<file path="src/shared/bmx_regs.svh">
`ifndef BMX_REGS_SVH
`define BMX_REGS_SVH
// Register index and byte address of the mux configuration word
`define BMX_CFG_INDEX 8'h17
`define BMX_CFG_ADDR 10'h05C
// Field positions
`define BMX_POS_ISO_P 21
`define BMX_POS_ISO_N 20
`define BMX_POS_CALP 18
`define BMX_POS_CALN 16
`define BMX_POS_CGM 12
`define BMX_POS_BIST 11
`define BMX_POS_RNOM 8
`define BMX_POS_RMOD 4
`define BMX_POS_RATE 0
// Writable bits and reset value of the 24-bit word
`define BMX_CFG_MASK 24'h3F3F73
`define BMX_CFG_RESET 24'h300040
// Master clock divider exponents, rate codes 00..11
`define BMX_DIV_EXP0 13
`define BMX_DIV_EXP1 15
`define BMX_DIV_EXP2 17
`define BMX_DIV_EXP3 19
`endif

</file>
<file path="src/shared/bmx_pkg.sv">
package bmx_pkg;
   typedef enum logic [1:0] {
      BMX_CAL_NONE, BMX_CAL_MID, BMX_CAL_VPOS, BMX_CAL_VNEG
   } bmx_cal_type;
   // Analog control bundle driven toward the mux and self-test switches
   typedef struct packed {
      logic pos_input_isolate;
      logic neg_input_isolate;
      bmx_cal_type pos_input_cal_source;
      bmx_cal_type neg_input_cal_source;
      logic [1:0] current_gen_mode;
      logic selftest_active;
      logic drive_isolate_open;
      logic drive_to_sense_close;
      logic lead_bias_200m;
      logic [2:0] selftest_nominal_resistance;
      logic [2:0] selftest_modulated_resistance;
      logic modulation_switches;
   } bmx_ctrl_type;
endpackage

</file>
<file path="src/rtl/bmx_mux_config.sv">
// Behaviour
// - 24-bit RW config word at 0x17
// - Bit 21 isolates positive input, reset 1
// - Bit 20 isolates negative input, reset 1
// - Bits 19:18 positive calibration source, reset 00
// - Bits 17:16 negative calibration source, reset 00
// - Calibration voltages only when voltage enable set
// - Bits 13:12 current generator mode, reset 00
// - Bit 11 self-test enable, needs voltage enable 0
// - Self-test opens drive, closes drive-sense, 200M
// - Bits 10:8 nominal resistance, reset 000
// - Bits 6:4 modulated resistance, 1xx no modulation
// - Bits 1:0 divide master clock 2^13..2^19
// - Modulation square wave, 50% duty
// - Rate follows master clock tick input; selection input unused
// - Master clock codes give 32768/32000/31968 Hz
`include "bmx_regs.svh"
module bmx_mux_config (
   // Clock and reset
   input wire logic ref_clk_i,
   input wire logic resetn_i,
   // Avalon-MM slave
   input wire logic [9:0] avs_address_i,
   input wire logic avs_read_i,
   input wire logic avs_write_i,
   input wire logic [31:0] avs_writedata_i,
   input wire logic [3:0] avs_byteenable_i,
   output logic [31:0] avs_readdata_o,
   output logic avs_waitrequest_o,
   // Settings held in other registers, and the master clock tick
   input wire logic cal_voltage_enable_i,
   input wire logic [1:0] master_clock_select_i,
   input wire logic master_clock_tick_i,
   // Analog controls
   output bmx_pkg::bmx_ctrl_type ctrl_o
);
   import bmx_pkg::*;

   logic [23:0] cfg_r;
   logic [23:0] cfg_nxt;
   logic ack_r;
   logic [18:0] div_r;
   logic mod_r;
   logic [4:0] exp_sel;
   logic bist_ok;
   logic hit;

   // One wait state: waitrequest drops the cycle after a request is seen
   assign hit = (avs_address_i == `BMX_CFG_ADDR);

   always_ff @(posedge ref_clk_i) begin
      if (!resetn_i) begin
         ack_r <= 1'b0;
      end else begin
         ack_r <= (avs_read_i | avs_write_i) & ~ack_r;
      end
   end

   always_ff @(posedge ref_clk_i) begin
      if (!resetn_i) begin
         avs_waitrequest_o <= 1'b1;
      end else begin
         avs_waitrequest_o <= ~((avs_read_i | avs_write_i) & ~ack_r);
      end
   end

   // Handshake shape: exactly one wait state, low for one cycle only
   wait_idle_a: assert property (
      @(posedge ref_clk_i) disable iff (!resetn_i)
      !avs_read_i && !avs_write_i |=> avs_waitrequest_o)
      else $error("waitrequest low while idle");
   wait_pulse_a: assert property (
      @(posedge ref_clk_i) disable iff (!resetn_i)
      !avs_waitrequest_o |=> avs_waitrequest_o)
      else $error("waitrequest low for more than one cycle");
   ack_pair_a: assert property (
      @(posedge ref_clk_i) disable iff (!resetn_i)
      ack_r == !avs_waitrequest_o)
      else $error("accept flag and waitrequest disagree");
   req_answer_a: assert property (
      @(posedge ref_clk_i) disable iff (!resetn_i)
      (avs_read_i || avs_write_i) && avs_waitrequest_o |=>
      !avs_waitrequest_o)
      else $error("request not answered after one wait state");

   // Byte-lane merge; unused bits forced to zero
   always_comb begin
      cfg_nxt = cfg_r;
      for (int b = 0; b < 3; b++) begin
         if (avs_byteenable_i[b]) begin
            cfg_nxt[b*8 +: 8] = avs_writedata_i[b*8 +: 8];
         end
      end
      cfg_nxt = cfg_nxt & `BMX_CFG_MASK;
   end

   // Configuration word; write lands on the edge waitrequest is low
   always_ff @(posedge ref_clk_i) begin
      if (!resetn_i) begin
         cfg_r <= `BMX_CFG_RESET;
      end else if (avs_write_i && ack_r && hit) begin
         cfg_r <= cfg_nxt;
      end
   end

   // The word only moves on an accepted write to its own address
   wr_unmap_a: assert property (
      @(posedge ref_clk_i) disable iff (!resetn_i)
      avs_write_i && !hit |=> $stable(cfg_r))
      else $error("unmapped write changed config");
   no_wr_a: assert property (
      @(posedge ref_clk_i) disable iff (!resetn_i)
      !avs_write_i |=> $stable(cfg_r))
      else $error("config changed without a write");
   wr_once_a: assert property (
      @(posedge ref_clk_i) disable iff (!resetn_i)
      avs_write_i && avs_waitrequest_o |=> $stable(cfg_r))
      else $error("write stored before acceptance");
   lane_zero_a: assert property (
      @(posedge ref_clk_i) disable iff (!resetn_i)
      avs_write_i && ack_r && hit && !avs_byteenable_i[0] |=>
      cfg_r[7:0] == $past(cfg_r[7:0]))
      else $error("disabled lane 0 written");
   lane_one_a: assert property (
      @(posedge ref_clk_i) disable iff (!resetn_i)
      avs_write_i && ack_r && hit && !avs_byteenable_i[1] |=>
      cfg_r[15:8] == $past(cfg_r[15:8]))
      else $error("disabled lane 1 written");
   lane_two_a: assert property (
      @(posedge ref_clk_i) disable iff (!resetn_i)
      avs_write_i && ack_r && hit && !avs_byteenable_i[2] |=>
      cfg_r[23:16] == $past(cfg_r[23:16]))
      else $error("disabled lane 2 written");

   // Read data; unmapped addresses read zero
   always_ff @(posedge ref_clk_i) begin
      if (!resetn_i) begin
         avs_readdata_o <= 32'h0;
      end else if (avs_read_i && !ack_r) begin
         avs_readdata_o <= hit ? {8'h00, cfg_r} : 32'h0;
      end
   end

   // Read data captured on the first request edge and then held
   rd_data_a: assert property (
      @(posedge ref_clk_i) disable iff (!resetn_i)
      avs_read_i && avs_waitrequest_o && hit |=>
      avs_readdata_o == {8'h00, $past(cfg_r)})
      else $error("read data not the config word");
   rd_unmap_a: assert property (
      @(posedge ref_clk_i) disable iff (!resetn_i)
      avs_read_i && avs_waitrequest_o && !hit |=> avs_readdata_o == 32'h0)
      else $error("unmapped read not zero");
   rd_top_a: assert property (
      @(posedge ref_clk_i) disable iff (!resetn_i)
      avs_readdata_o[31:24] == 8'h00)
      else $error("upper read byte not zero");
   rd_hold_a: assert property (
      @(posedge ref_clk_i) disable iff (!resetn_i)
      !avs_read_i |=> $stable(avs_readdata_o))
      else $error("read data changed without a read");

   // Divider exponent per rate code
   always_comb begin
      case (cfg_r[`BMX_POS_RATE +: 2])
         2'b00: exp_sel = 5'(`BMX_DIV_EXP0);
         2'b01: exp_sel = 5'(`BMX_DIV_EXP1);
         2'b10: exp_sel = 5'(`BMX_DIV_EXP2);
         default: exp_sel = 5'(`BMX_DIV_EXP3);
      endcase
   end

   // End codes of the rate table
   exp_low_a: assert property (
      @(posedge ref_clk_i) disable iff (!resetn_i)
      cfg_r[`BMX_POS_RATE +: 2] == 2'b00 |-> exp_sel == 5'(`BMX_DIV_EXP0))
      else $error("rate code 00 wrong divider");
   exp_high_a: assert property (
      @(posedge ref_clk_i) disable iff (!resetn_i)
      cfg_r[`BMX_POS_RATE +: 2] == 2'b11 |-> exp_sel == 5'(`BMX_DIV_EXP3))
      else $error("rate code 11 wrong divider");

   // Counts master clock ticks, so the rate tracks whichever master
   // frequency is selected rather than being fixed.
   always_ff @(posedge ref_clk_i) begin
      if (!resetn_i) begin
         div_r <= 19'h0;
      end else if (master_clock_tick_i) begin
         div_r <= div_r + 19'h1;
      end
   end

   // Divider advances on master ticks and on nothing else
   div_hold_a: assert property (
      @(posedge ref_clk_i) disable iff (!resetn_i)
      !master_clock_tick_i |=> $stable(div_r))
      else $error("divider moved without a tick");
   div_step_a: assert property (
      @(posedge ref_clk_i) disable iff (!resetn_i)
      master_clock_tick_i |=> div_r == $past(div_r) + 19'h1)
      else $error("divider did not step on a tick");

   // Square wave taken from counter bit exp-1: half period each level
   always_ff @(posedge ref_clk_i) begin
      if (!resetn_i) begin
         mod_r <= 1'b0;
      end else begin
         mod_r <= div_r[exp_sel - 5'h1];
      end
   end

   // Test only meaningful with calibration voltages off
   assign bist_ok = cfg_r[`BMX_POS_BIST] & ~cal_voltage_enable_i;

   // Registered analog controls
   always_ff @(posedge ref_clk_i) begin
      if (!resetn_i) begin
         ctrl_o <= '0;
         ctrl_o.pos_input_isolate <= 1'b1;
         ctrl_o.neg_input_isolate <= 1'b1;
      end else begin
         ctrl_o.pos_input_isolate <= cfg_r[`BMX_POS_ISO_P];
         ctrl_o.neg_input_isolate <= cfg_r[`BMX_POS_ISO_N];
         // Voltage choices fall back to none when the enable is off
         ctrl_o.pos_input_cal_source <=
            (cfg_r[`BMX_POS_CALP+1] && !cal_voltage_enable_i) ?
            BMX_CAL_NONE : bmx_cal_type'(cfg_r[`BMX_POS_CALP +: 2]);
         ctrl_o.neg_input_cal_source <=
            (cfg_r[`BMX_POS_CALN+1] && !cal_voltage_enable_i) ?
            BMX_CAL_NONE : bmx_cal_type'(cfg_r[`BMX_POS_CALN +: 2]);
         ctrl_o.current_gen_mode <= cfg_r[`BMX_POS_CGM +: 2];
         ctrl_o.selftest_active <= bist_ok;
         ctrl_o.drive_isolate_open <= bist_ok;
         ctrl_o.drive_to_sense_close <= bist_ok;
         ctrl_o.lead_bias_200m <= bist_ok;
         ctrl_o.selftest_nominal_resistance <= cfg_r[`BMX_POS_RNOM +: 3];
         ctrl_o.selftest_modulated_resistance <= cfg_r[`BMX_POS_RMOD +: 3];
         // Code 1xx leaves all modulation switches open
         ctrl_o.modulation_switches <=
            bist_ok & ~cfg_r[`BMX_POS_RMOD+2] & mod_r;
      end
   end

   // Analog controls are the config fields delayed by one cycle, self-test and cal voltages gated by the voltage enable
   cgm_follow_a: assert property (
      @(posedge ref_clk_i) disable iff (!resetn_i)
      1'b1 |=> ctrl_o.current_gen_mode == $past(cfg_r[`BMX_POS_CGM +: 2]))
      else $error("generator mode not following config");
   rnom_follow_a: assert property (
      @(posedge ref_clk_i) disable iff (!resetn_i)
      1'b1 |=> ctrl_o.selftest_nominal_resistance ==
      $past(cfg_r[`BMX_POS_RNOM +: 3]))
      else $error("nominal resistance not following config");
   rmod_follow_a: assert property (
      @(posedge ref_clk_i) disable iff (!resetn_i)
      1'b1 |=> ctrl_o.selftest_modulated_resistance ==
      $past(cfg_r[`BMX_POS_RMOD +: 3]))
      else $error("modulated resistance not following config");
   bist_off_a: assert property (
      @(posedge ref_clk_i) disable iff (!resetn_i)
      !cfg_r[`BMX_POS_BIST] |=> !ctrl_o.selftest_active &&
      !ctrl_o.drive_isolate_open && !ctrl_o.drive_to_sense_close &&
      !ctrl_o.lead_bias_200m)
      else $error("self-test switches set while disabled");
   mod_off_a: assert property (
      @(posedge ref_clk_i) disable iff (!resetn_i)
      !cfg_r[`BMX_POS_BIST] |=> !ctrl_o.modulation_switches)
      else $error("modulation while self-test disabled");
   calp_pass_a: assert property (
      @(posedge ref_clk_i) disable iff (!resetn_i)
      cal_voltage_enable_i |=>
      ctrl_o.pos_input_cal_source == $past(cfg_r[`BMX_POS_CALP +: 2]))
      else $error("positive cal source not passed");
   caln_pass_a: assert property (
      @(posedge ref_clk_i) disable iff (!resetn_i)
      cal_voltage_enable_i |=>
      ctrl_o.neg_input_cal_source == $past(cfg_r[`BMX_POS_CALN +: 2]))
      else $error("negative cal source not passed");
   calp_low_a: assert property (
      @(posedge ref_clk_i) disable iff (!resetn_i)
      !cfg_r[`BMX_POS_CALP+1] |=>
      ctrl_o.pos_input_cal_source == $past(cfg_r[`BMX_POS_CALP +: 2]))
      else $error("none or mid-supply choice not passed");
   mod_wave_a: assert property (
      @(posedge ref_clk_i) disable iff (!resetn_i)
      cfg_r[`BMX_POS_BIST] && !cal_voltage_enable_i &&
      !cfg_r[`BMX_POS_RMOD+2] |=> ctrl_o.modulation_switches == $past(mod_r))
      else $error("modulation switches not following square wave");

   // Write reaches register on the same edge as acceptance
   wr_update_a: assert property (@(posedge ref_clk_i) disable iff (!resetn_i)
      (avs_write_i && ack_r && hit && avs_byteenable_i == 4'hF) |=>
      cfg_r == ($past(avs_writedata_i[23:0]) & `BMX_CFG_MASK))
      else $error("config write not stored");
   unused_zero_a: assert property (@(posedge ref_clk_i) disable iff (!resetn_i)
      (cfg_r & ~`BMX_CFG_MASK) == 24'h0)
      else $error("unused bit set");
   wait_one_a: assert property (@(posedge ref_clk_i) disable iff (!resetn_i)
      $rose(avs_read_i) && avs_waitrequest_o |=> !avs_waitrequest_o)
      else $error("waitrequest not released after one cycle");
   iso_follow_a: assert property (@(posedge ref_clk_i) disable iff (!resetn_i)
      ##1 ctrl_o.pos_input_isolate == $past(cfg_r[`BMX_POS_ISO_P]) &&
      ctrl_o.neg_input_isolate == $past(cfg_r[`BMX_POS_ISO_N]))
      else $error("isolate switches not following config");
   cal_gate_a: assert property (@(posedge ref_clk_i) disable iff (!resetn_i)
      !$past(cal_voltage_enable_i) |->
      !ctrl_o.pos_input_cal_source[1] && !ctrl_o.neg_input_cal_source[1])
      else $error("cal voltage applied while disabled");
   bist_drive_a: assert property (@(posedge ref_clk_i) disable iff (!resetn_i)
      cfg_r[`BMX_POS_BIST] && !cal_voltage_enable_i |=>
      ctrl_o.drive_isolate_open && ctrl_o.drive_to_sense_close &&
      ctrl_o.lead_bias_200m)
      else $error("self-test switches not set");
   bist_block_a: assert property (@(posedge ref_clk_i) disable iff (!resetn_i)
      cal_voltage_enable_i |=> !ctrl_o.selftest_active)
      else $error("self-test active with cal voltage");
   nomod_a: assert property (@(posedge ref_clk_i) disable iff (!resetn_i)
      cfg_r[`BMX_POS_RMOD+2] |=> !ctrl_o.modulation_switches)
      else $error("modulation with code 1xx");
   half_period_a: assert property (@(posedge ref_clk_i) disable iff (!resetn_i)
      $changed(div_r) && div_r[exp_sel - 5'h1] != mod_r |=>
      mod_r == $past(div_r[exp_sel - 5'h1]))
      else $error("modulation phase not tracking divider");
endmodule // bmx_mux_config

</file>
<file path="config.mk">
export PLATFORM = sky130hd
export DESIGN_NAME = bmx_mux_config
export DESIGN_NICKNAME = d
export VERILOG_FILES = /design/src/shared/bmx_pkg.sv /design/src/rtl/bmx_mux_config.sv
export VERILOG_INCLUDE_DIRS = /design/src /design/src/shared
export SDC_FILE = /design/constraint.sdc
export NUM_CORES = 1
export LEC_CHECK = 0
export BUFFER_PORTS_ARGS = -buffer_cell sky130_fd_sc_hd__buf_2
export CAP_MARGIN = 20
export CORE_MARGIN = 2
export CORE_UTILIZATION = 35
export DETAILED_ROUTE_END_ITERATION = 10
export SLEW_MARGIN = 20
export SYNTH_ARGS = -nofsm -noshare
export SYNTH_HDL_FRONTEND = slang
export SYNTH_SLANG_ARGS = --single-unit
export TNS_END_PERCENT = 20
</file>
<file path="constraint.sdc">
create_clock -name ref_clk_i -period 2 [get_ports ref_clk_i]
set_clock_uncertainty 0.05 [all_clocks]
set_input_delay 0.3 -clock ref_clk_i [delete_from_list [all_inputs] [get_ports ref_clk_i]]
set_output_delay 0.3 -clock ref_clk_i [all_outputs]
set_load 0.03 [all_outputs]
</file>
==> results of run 1 <==
==> synth_stat cells <==
cell,instances
nand3_1,5
ha_1,1
or2_1,1
nand4_2,1
nand2_1,16
xor2_1,8
and3b_1,1
inv_1,3
o211ai_1,1
and2_1,9
and4_4,1
o31ai_1,2
nor2_1,44
xnor2_1,2
or3_1,5
conb_1,1
buf_4,19
a21oi_1,8
buf_2,4
or4_1,3
mux4_2,1
and3_1,6
o21ai_0,4
buf_6,1
mux2i_1,18
o21bai_1,1
nand4_1,4
nor4_1,1
and4_1,1
nor4_4,4
nand2b_1,3
buf_1,1
clkbuf_1,8
nand4bb_1,2
a22oi_1,17
dfxtp_1,72
==> report_power, final <==
group	leakage, nW	switching [mW]	total, mW	internal [mW]
Combinational	0.801	0.104	0.151	0.0467
Sequential	0.581	0.00576	1.45	1.44
Clock	0.0878	0.516	0.991	0.475
==> final cells by class <==
class | count | share of cell area
clock buffer | 10 | 0.04068
clock inverter | 6 | 0.01036
inverter | 3 | 0.003328
multi-input combinational | 185 | 0.3487
sequential | 72 | 0.4260
tap | 102 | 0.03772
timing repair buffer | 84 | 0.1331
==> state kept, by name, indices dropped and copies added, names as in the netlist <==
signal             flops
ack_r                  1
avs_readdata_o        17
avs_waitrequest_o      1
div_r                 19
mod_r                  1
ctrl_o                16
cfg_r                 17
==> kinds of logic (layout without fill, tap and decap cells) <==
family,after synthesis,in the layout
buffers and inverters,36,103
AOI/OAI and AO/OA,33,33
DFF,72,72
and+or+nand+nor,107,107
other,1,15
xor gates and xnor gates,10,10
muxes,19,19
adders and majority gates,1,1
==> metal layers <==
| layer | global-route usage | vias up |
|---|---|---|
| met1 | 0.1634 | 992 |
| met5 | 0 | - |
| met4 | 0.03676 | 0 |
| met2 | 0.2164 | 54 |
| li1 | - | 1073 |
| met3 | 0.04110 | 7 |
==> stage by stage <==
step,setup slack [ns],std cells
after floorplan,0.3983,293
after global placement,0.2129,446
after detailed placement,0.1880,446
after CTS,0.2007,462
after global routing,0.05876,462
final,0.2198,462
==> how the worst max path moves through the flow <==
stage | from | endpoint | slack, ns | cells after the start
after global placement | avs_address_i[9] | cfg_r[6] | 0.21 | 5
after detailed placement | avs_address_i[9] | cfg_r[4] | 0.19 | 5
after floorplan | avs_address_i[9] | cfg_r[20] | 0.40 | 5
after CTS | div_r[0] | div_r[18] | 0.20 | 5
final | div_r[0] | div_r[18] | 0.22 | 5
after global routing | div_r[0] | div_r[18] | 0.06 | 5
==> worst max-delay path, cell delays in order, from the launching register on <==
cell and delay (ns):
dfxtp_1 0.36, ha_1 0.17, and3_1 0.22, nand3_1 0.24, or4_1 0.52, a21oi_1 0.15
==> results.json, run 1 <==
{
  "placementRows": 32,
  "hold_viol": 0,
  "hp-class": "in -> reg",
  "met2_length_um": 2569,
  "cts_buffer_depth": 2,
  "synth.area.mux_share": 0.07271,
  "cts_tree": "built",
  "port-buffer-count": 72,
  "worstPathMaxFanout": 9,
  "synth_fa_ha_area_frac": 0.004488,
  "min_to": "cfg_r[21]",
  "ctsResizeCount": 0,
  "top_layer": "met4",
  "die_x_um": 93.25,
  "via_per_inst": 4.602,
  "grt_pass1_wl_um": 9018,
  "ir_worst_vdd_v": 0.0003809,
  "met1_length_um": 2538,
  "drive_gt1_frac": 0.2972,
  "cts_hold_buf": 0,
  "clk_pin_slew_ns": 0.07,
  "multiInputGateArea_sq_um": 1180,
  "yosys_warnings": 0,
  "relSlewSlack": 0.6605,
  "synth_area_leaders": "dfxtp_1 52%, mux2i_1 6.5%, nor2_1 5.9%",
  "clock-root-buffer": "clkbuf_8",
  "synthSimpleGateAreaFrac": 0.2163,
  "grt_pass1_vias": 1957,
  "rsz0062_at_grt": "false",
  "rrSetupSlack_ns": 0.22,
  "maxCapViolCount": 0,
  "worstPathArrival_ns": 1.99,
  "startpoint_type": "register",
  "antenna_found_initial": 0,
  "synth_compound_area_frac": 0.07810,
  "power_leakage_nw": 1.470,
  "syn_to_final_growth_pct": 21.36,
  "worstSetupPathType": "reg -> reg",
  "endpoint_kind": "register",
  "register_area_sq_um": 1441,
  "first_pass_iters": 4,
  "min_period_ns": 1.780,
  "antenna_cells": 0,
  "cp.required_ns": 2.21,
  "cts.sinks": 72,
  "hold-worst-slack_ns": 0.1460,
  "n_fill_cell": 756,
  "groute.usage.overall": 0.1306,
  "dieArea_sq_um": 8695,
  "wl_um": 5441,
  "clock_latency_ns": 0.33,
  "cts_max_level": 3,
  "routabilityCongestion": 0.7112,
  "synth_top_family_by_area": "simple AND/OR/NAND/NOR gates",
  "fmax_mhz": 561.7,
  "die_h_um": 93.25,
  "ys_types": 36,
  "p_total_mw": 2.589,
  "r2r_start": "div_r[0]",
  "reg2reg_depth": 5,
  "synthXorXnorAreaFrac": 0.03142,
  "synth_cells": 279,
  "synth_top_cell_area_share": 0.5171,
  "status": "finished clean",
  "min_period_over_period": 0.8901,
  "detail_route.iter0.violations": 54,
  "initial_core_util": 0.3608,
  "grt_max_degree": 23,
  "wl_met3_um": 280,
  "r2r_end": "div_r[18]",
  "final_core_util": 0.4378,
  "drc_errors": 0,
  "dp.final_hpwl_um": 3957,
  "routed-via-count": 2126,
  "final.setup.tns_ns": 0,
  "p_per_area_nw_per_um2": 765.2,
  "synth_seq_cells": 72,
  "cts-buffers-inserted": 9,
  "final_cell_mix": "72 x dfxtp_1, 72 x buf_2, 44 x nor2_1",
  "overflow": 0,
  "syn_avg_cell_area_sq_um": 9.992,
  "drtAntennaViolNets": 0,
  "yosysTopAreaCell": "dfxtp_1",
  "drv_slew": 0,
  "synth_seq_area_share": 0.5171,
  "setup_violations": 0,
  "synth_area_sq_um": 2788,
  "placed_area_sq_um": 3211,
  "final_cell_area_sq_um": 3383,
  "nNetsFinal": 410,
  "worstHoldStart": "avs_writedata_i[21]",
  "tightest_slew_ns": 0.5055,
  "core-area_sq_um": 7727,
  "hold_depth": 3,
  "avgRoutedWirePerCell_um": 11.78,
  "ios": 106,
  "cts_setup_buffers": 0
}
(Power assumes the default switching activity.)
==> run 2, diff against run 1 <==
--- a/config.mk
+++ b/config.mk
@@ -6,11 +6,13 @@
 export SDC_FILE = /design/constraint.sdc
 export NUM_CORES = 1
 export LEC_CHECK = 0
-export BUFFER_PORTS_ARGS = -buffer_cell sky130_fd_sc_hd__buf_2
+export BUFFER_PORTS_ARGS = -buffer_cell sky130_fd_sc_hd__buf_4
 export CAP_MARGIN = 20
+export CORE_ASPECT_RATIO = 0.7
 export CORE_MARGIN = 2
 export CORE_UTILIZATION = 35
 export DETAILED_ROUTE_END_ITERATION = 10
+export HOLD_SLACK_MARGIN = 0.15
 export SLEW_MARGIN = 20
 export SYNTH_ARGS = -nofsm -noshare
 export SYNTH_HDL_FRONTEND = slang
==> run 2 against run 1 <==
Compared with the run above: clock power rose by 61%; power rose by 25%; via count rose by 1.6%; combinational power rose by 15%; final area rose by 9.7%; wire length rose by 10%; sequential share of layout area fell by 3.8 points.
==> results.json, run 2 (synthesis results as in run 1) <==
{
  "rsz0062_at_grt": "false",
  "p_per_area_nw_per_um2": 869.1,
  "avgRoutedWirePerCell_um": 13.00,
  "drive_gt1_frac": 0.2936,
  "grt_pass1_vias": 1990,
  "r2r_end": "div_r[18]",
  "die_h_um": 78.67,
  "worstPathArrival_ns": 1.98,
  "initial_core_util": 0.3572,
  "detail_route.iter0.violations": 71,
  "final.setup.tns_ns": 0,
  "n_fill_cell": 750,
  "cpMaxStageDelayCell": "or4_1",
  "register_area_sq_um": 1441,
  "setup_violations": 0,
  "reg2reg_depth": 5,
  "syn_to_final_growth_pct": 33.08,
  "clock_power_share": 0.496,
  "relSlewSlack": 0.6019,
  "antenna_cells": 0,
  "overflow": 0,
  "dieArea_sq_um": 8706,
  "cts_buffer_depth": 2,
  "routabilityCongestion": 0.7939,
  "drc_errors": 0,
  "drtAntennaViolNets": 0,
  "critPathLaunch": "div_r[0]",
  "dp_cells": 444,
  "p_switching_uw": 684.8,
  "cts_max_level": 3,
  "final_cell_mix": "83 x buf_4, 72 x dfxtp_1, 44 x nor2_1",
  "fmax_mhz": 560.7,
  "die_x_um": 110.7,
  "timing.final.ws_setup_ns": 0.2165,
  "largest_register_ffs": 19,
  "slowest_delay_ns": 0.53,
  "cp.required_ns": 2.20,
  "clock-root-buffer": "clkbuf_16",
  "regMostFlops": "div_r",
  "final_cells": 462,
  "cp_num_cells": 5,
  "rrSetupSlack_ns": 0.22,
  "p_seq_frac": 0.450,
  "worstPathMaxFanout": 9,
  "startpoint_type": "register",
  "critPathBufInv": 0,
  "wl_met3_um": 404,
  "port-buffer-count": 72,
  "clk_pin_slew_ns": 0.06,
  "grt_max_degree": 23,
  "drv_slew": 0,
  "placementRows": 27,
  "hold_viol": 0,
  "cts_tree": "built",
  "wl_um": 6004,
  "cts-buffers-inserted": 9,
  "groute.usage.overall": 0.1433,
  "tightest_slew_ns": 0.5965,
  "min_period_over_period": 0.8917,
  "pwr-share-comb": 0.054,
  "p_total_mw": 3.224,
  "r2r_start": "div_r[0]",
  "cp_top_family": "simple AND/OR/NAND/NOR gates",
  "p_int_mw": 2.539,
  "endpoint_kind": "register",
  "core-area_sq_um": 7804,
  "min_period_ns": 1.783,
  "worstSetupPathType": "reg -> reg",
  "layout_commonest_cell": "buf_4",
  "via_per_inst": 4.673,
  "place_ws_ns": 0.2199,
  "reg_top3": "div_r: 19 flops, avs_readdata_o: 17 flops, cfg_r: 17 flops",
  "clock_latency_ns": 0.32,
  "top_layer": "met4",
  "grt_pass1_wl_um": 9860,
  "power.switching_fraction": 0.2124,
  "cts.sinks": 72,
  "ir_worst_vdd_v": 0.0003507,
  "power_leakage_nw": 1.565,
  "crit_end": "div_r[18]",
  "first_pass_iters": 4,
  "met1_length_um": 3036,
  "antenna_found_initial": 0,
  "routed-via-count": 2159,
  "status": "finished clean",
  "dp.final_hpwl_um": 4215,
  "maxCapViolCount": 0,
  "nNetsFinal": 411,
  "hp-class": "in -> reg",
  "path_cells": "ha_1 -> and3_1 -> nand3_1 -> or4_1 -> a21oi_1",
  "multiInputGateArea_sq_um": 1180,
  "met2_length_um": 2466,
  "ios": 106
}
## run 2: cell types whose count changed in the layout (fill, tap and decap cells not counted), sizes merged
cell / before / now
buf: 84 / 83
bufinv: 0 / 1
clkbuf: 10 / 11
clkinv: 4 / 2
dlygate4sd3: 0 / 2
## run 2: how the worst min path moves through the flow
| stage | slack (ns) | to | start | cells past startpoint |
|---|---|---|---|---|
| floorplan | 0.37 | ctrl_o[13] | cfg_r[16] | 2 |
| detailed placement | 0.40 | ctrl_o[15] | cfg_r[18] | 2 |
| finish | 0.16 | cfg_r[9] | avs_writedata_i[9] | 3 |
| global route | 0.16 | cfg_r[0] | avs_writedata_i[0] | 3 |
| global placement | 0.40 | ctrl_o[15] | cfg_r[18] | 2 |
| CTS | 0.15 | cfg_r[9] | avs_writedata_i[9] | 3 |
## run 2: metrics by stage
stage | util | hold slack, ns | area [sq um]
2_1_floorplan | - | 0.3740 | 2840
3_3_place_gp | 0.4334 | 0.3956 | 3382
3_5_place_dp | 0.4334 | 0.4010 | 3382
4_1_cts | 0.4754 | 0.1501 | 3710
5_1_grt | 0.4754 | 0.1599 | 3710
6_report | 0.4754 | 0.1586 | 3710
## run 2: layer usage
metal  vias up  GRT usage
li1       1084          -
met1       999     0.1915
met2        67     0.2098
met3         9    0.05097
met4         0    0.06000
met5         -          0
## run 2: layout make-up
type / instances / share of cell area
Clock inverter: 5 / 0.01484
Multi-Input combinational cell: 185 / 0.3180
Timing Repair Buffer: 85 / 0.1734
Clock buffer: 11 / 0.06813
Inverter: 3 / 0.003035
Tap cell: 101 / 0.03406
Sequential cell: 72 / 0.3885
## run 2: power groups by stage
| stage | Combinational [mW] | Clock, mW | Sequential [mW] |
|---|---|---|---|
| 2_1_floorplan | 0.112 | 0 | 1.48 |
| 3_3_place_gp | 0.172 | 0 | 1.48 |
| 6_report | 0.174 | 1.60 | 1.45 |
| 3_5_place_dp | 0.173 | 0 | 1.48 |
| 4_1_cts | 0.176 | 1.64 | 1.45 |
| 5_1_grt | 0.189 | 1.70 | 1.45 |
## run 2: repair_timing
item | CTS | global route
gates resized for setup | 0 | 0
endpoints found under the hold margin | 2 | 0
endpoints found under the setup margin | 0 | 0
buffers inserted | 0 | 0
hold buffers | 2 | 0
## run 2: worst reg2reg max path: stages, from the launching register on
cell and delay, ns:
dfxtp_1 0.36, ha_1 0.17, and3_1 0.21, nand3_1 0.25, or4_1 0.53, a21oi_1 0.14
==> run 3, diff against run 2 <==
--- a/config.mk
+++ b/config.mk
@@ -10,7 +10,7 @@
 export CAP_MARGIN = 20
 export CORE_ASPECT_RATIO = 0.7
 export CORE_MARGIN = 2
-export CORE_UTILIZATION = 35
+export CORE_UTILIZATION = 30
 export DETAILED_ROUTE_END_ITERATION = 10
 export HOLD_SLACK_MARGIN = 0.15
 export SLEW_MARGIN = 20
==> run 3 against run 2 <==
Compared with the run above: final area rose by 1.2%; count of clock-buffer cells in the layout increased by 3; die area grew 16%; fmax is 1.7% higher; combinational power hardly changed; global-route usage fell by 1.9 points; sequential power is essentially flat.
==> results.json, run 3 (synthesis results as in run 1) <==
{
  "multiInputGateArea_sq_um": 1180,
  "wl_um": 6063,
  "startpoint_type": "register",
  "dieArea_sq_um": 10090,
  "largest_register_ffs": 19,
  "drtAntennaViolNets": 0,
  "maxCapViolCount": 0,
  "cts-buffers-inserted": 9,
  "final_cell_mix": "83 x buf_4, 72 x dfxtp_1, 44 x nor2_1",
  "p_int_mw": 2.705,
  "final_cell_area_sq_um": 3755,
  "cp.required_ns": 2.20,
  "ios": 106,
  "cts_max_level": 3,
  "clk_pin_slew_ns": 0.05,
  "antenna_cells": 0,
  "port-buffer-count": 72,
  "cts_tree": "built",
  "routed-via-count": 2124,
  "register_area_sq_um": 1441,
  "drv_slew": 0,
  "detail_route.iter0.violations": 155,
  "routabilityCongestion": 0.7628,
  "final.setup.tns_ns": 0,
  "n_fill_cell": 866,
  "cts_buffer_depth": 2,
  "fmax_mhz": 570.2,
  "power.switching_fraction": 0.1971,
  "clock-root-buffer": "clkbuf_16",
  "antenna_found_initial": 0,
  "worstSetupPathType": "reg -> reg",
  "layout_commonest_cell": "buf_4",
  "worstPathArrival_ns": 1.95,
  "p_seq_frac": 0.430,
  "drc_errors": 0,
  "hold_viol": 0,
  "min_period_ns": 1.754,
  "grt_pass1_wl_um": 9832,
  "p_per_area_nw_per_um2": 897.3,
  "setup_violations": 0,
  "critPathLaunch": "div_r[0]",
  "cts.sinks": 72,
  "ir_worst_vdd_v": 0.0004002,
  "first_pass_iters": 5,
  "min_period_over_period": 0.8769,
  "reg_top3": "div_r: 19 flops, avs_readdata_o: 17 flops, cfg_r: 17 flops",
  "grt_pass1_vias": 1947,
  "placed_area_sq_um": 3411,
  "via_per_inst": 4.388,
  "groute.usage.overall": 0.1245,
  "worstPathMaxFanout": 8,
  "drive_gt1_frac": 0.2889,
  "regMostFlops": "div_r",
  "nNetsFinal": 410,
  "hold-worst-slack_ns": 0.1613,
  "rsz0062_at_grt": "false",
  "hp-class": "in -> reg",
  "clock_power_share": 0.518,
  "ctsResizeCount": 0,
  "r2r_start": "div_r[0]",
  "syn_to_final_growth_pct": 34.69,
  "pwr-share-comb": 0.052,
  "worstHoldStart": "avs_writedata_i[6]",
  "overflow": 0,
  "rrSetupSlack_ns": 0.25,
  "status": "finished clean",
  "dp.final_hpwl_um": 4347,
  "p_total_mw": 3.369,
  "die_x_um": 119.2,
  "initial_core_util": 0.3085,
  "die_h_um": 84.65,
  "clock_latency_ns": 0.32,
  "avgRoutedWirePerCell_um": 12.53,
  "p_switching_uw": 664.0,
  "endpoint_kind": "register",
  "grt_max_degree": 24,
  "power_leakage_nw": 1.577,
  "placementRows": 29,
  "core-area_sq_um": 9035
}
## run 3: cell count changes in the layout (fill, tap and decap cells not counted), sizes merged
cell,delta
clkinv,-2
dlygate4sd3,-1
clkinvlp,-2
bufinv,+1
clkbuf,+3
## run 3: timing repair
action | CTS | global route
hold endpoints to repair | 1 | 0
setup endpoints to repair | 0 | 0
hold buffers | 1 | 0
setup buffers | 0 | 0
## run 3: final timing paths
| path | endpoint | cells after the start |
|---|---|---|
| max reg2reg | div_r[18] | 5 |
| min reg2reg | ctrl_o[13] | 2 |
| min | cfg_r[6] | 3 |
| max | div_r[18] | 5 |
## run 3: final cells by class
cell class / count / area share
Clock buffer: 14 / 0.07298
Clock inverter: 2 / 0.01599
Inverter: 3 / 0.002999
Multi-Input combinational cell: 185 / 0.3142
Sequential cell: 72 / 0.3839
Tap cell: 124 / 0.04132
Timing Repair Buffer: 84 / 0.1686
## run 3: power groups by stage
stage	Clock [mW]	Combinational, mW	Sequential (mW)
detailed placement	0	0.173	1.48
floorplan	0	0.112	1.48
global placement	0	0.171	1.48
global route	1.84	0.188	1.45
CTS	1.79	0.175	1.45
finish	1.75	0.174	1.45
## run 3: through the flow
step                      utilization  setup WS, ns  cells
after global routing           0.4156        0.1231    484
after floorplan                     -        0.3983    293
after detailed placement       0.3775        0.2218    467
final                          0.4156        0.2461    484
after global placement         0.3775        0.2595    467
after CTS                      0.4156        0.2251    484
## run 3: metal layers
| layer | global-route usage | share of wire | vias up | wire length, um |
|---|---|---|---|---|
| li1 | - | - | 1077 | - |
| met1 | 0.1699 | 0.49 | 981 | 2977 |
| met2 | 0.1818 | 0.44 | 64 | 2692 |
| met3 | 0.04348 | 0.063 | 2 | 379 |
| met4 | 0.04545 | 0.0023 | 0 | 14 |
| met5 | 0 | 0 | - | 0 |
## run 3: critical path, stage by stage, from the launching register on
cell	delay, ns
dfxtp_1	0.36
ha_1	0.17
and3_1	0.22
nand3_1	0.22
or4_1	0.52
a21oi_1	0.14
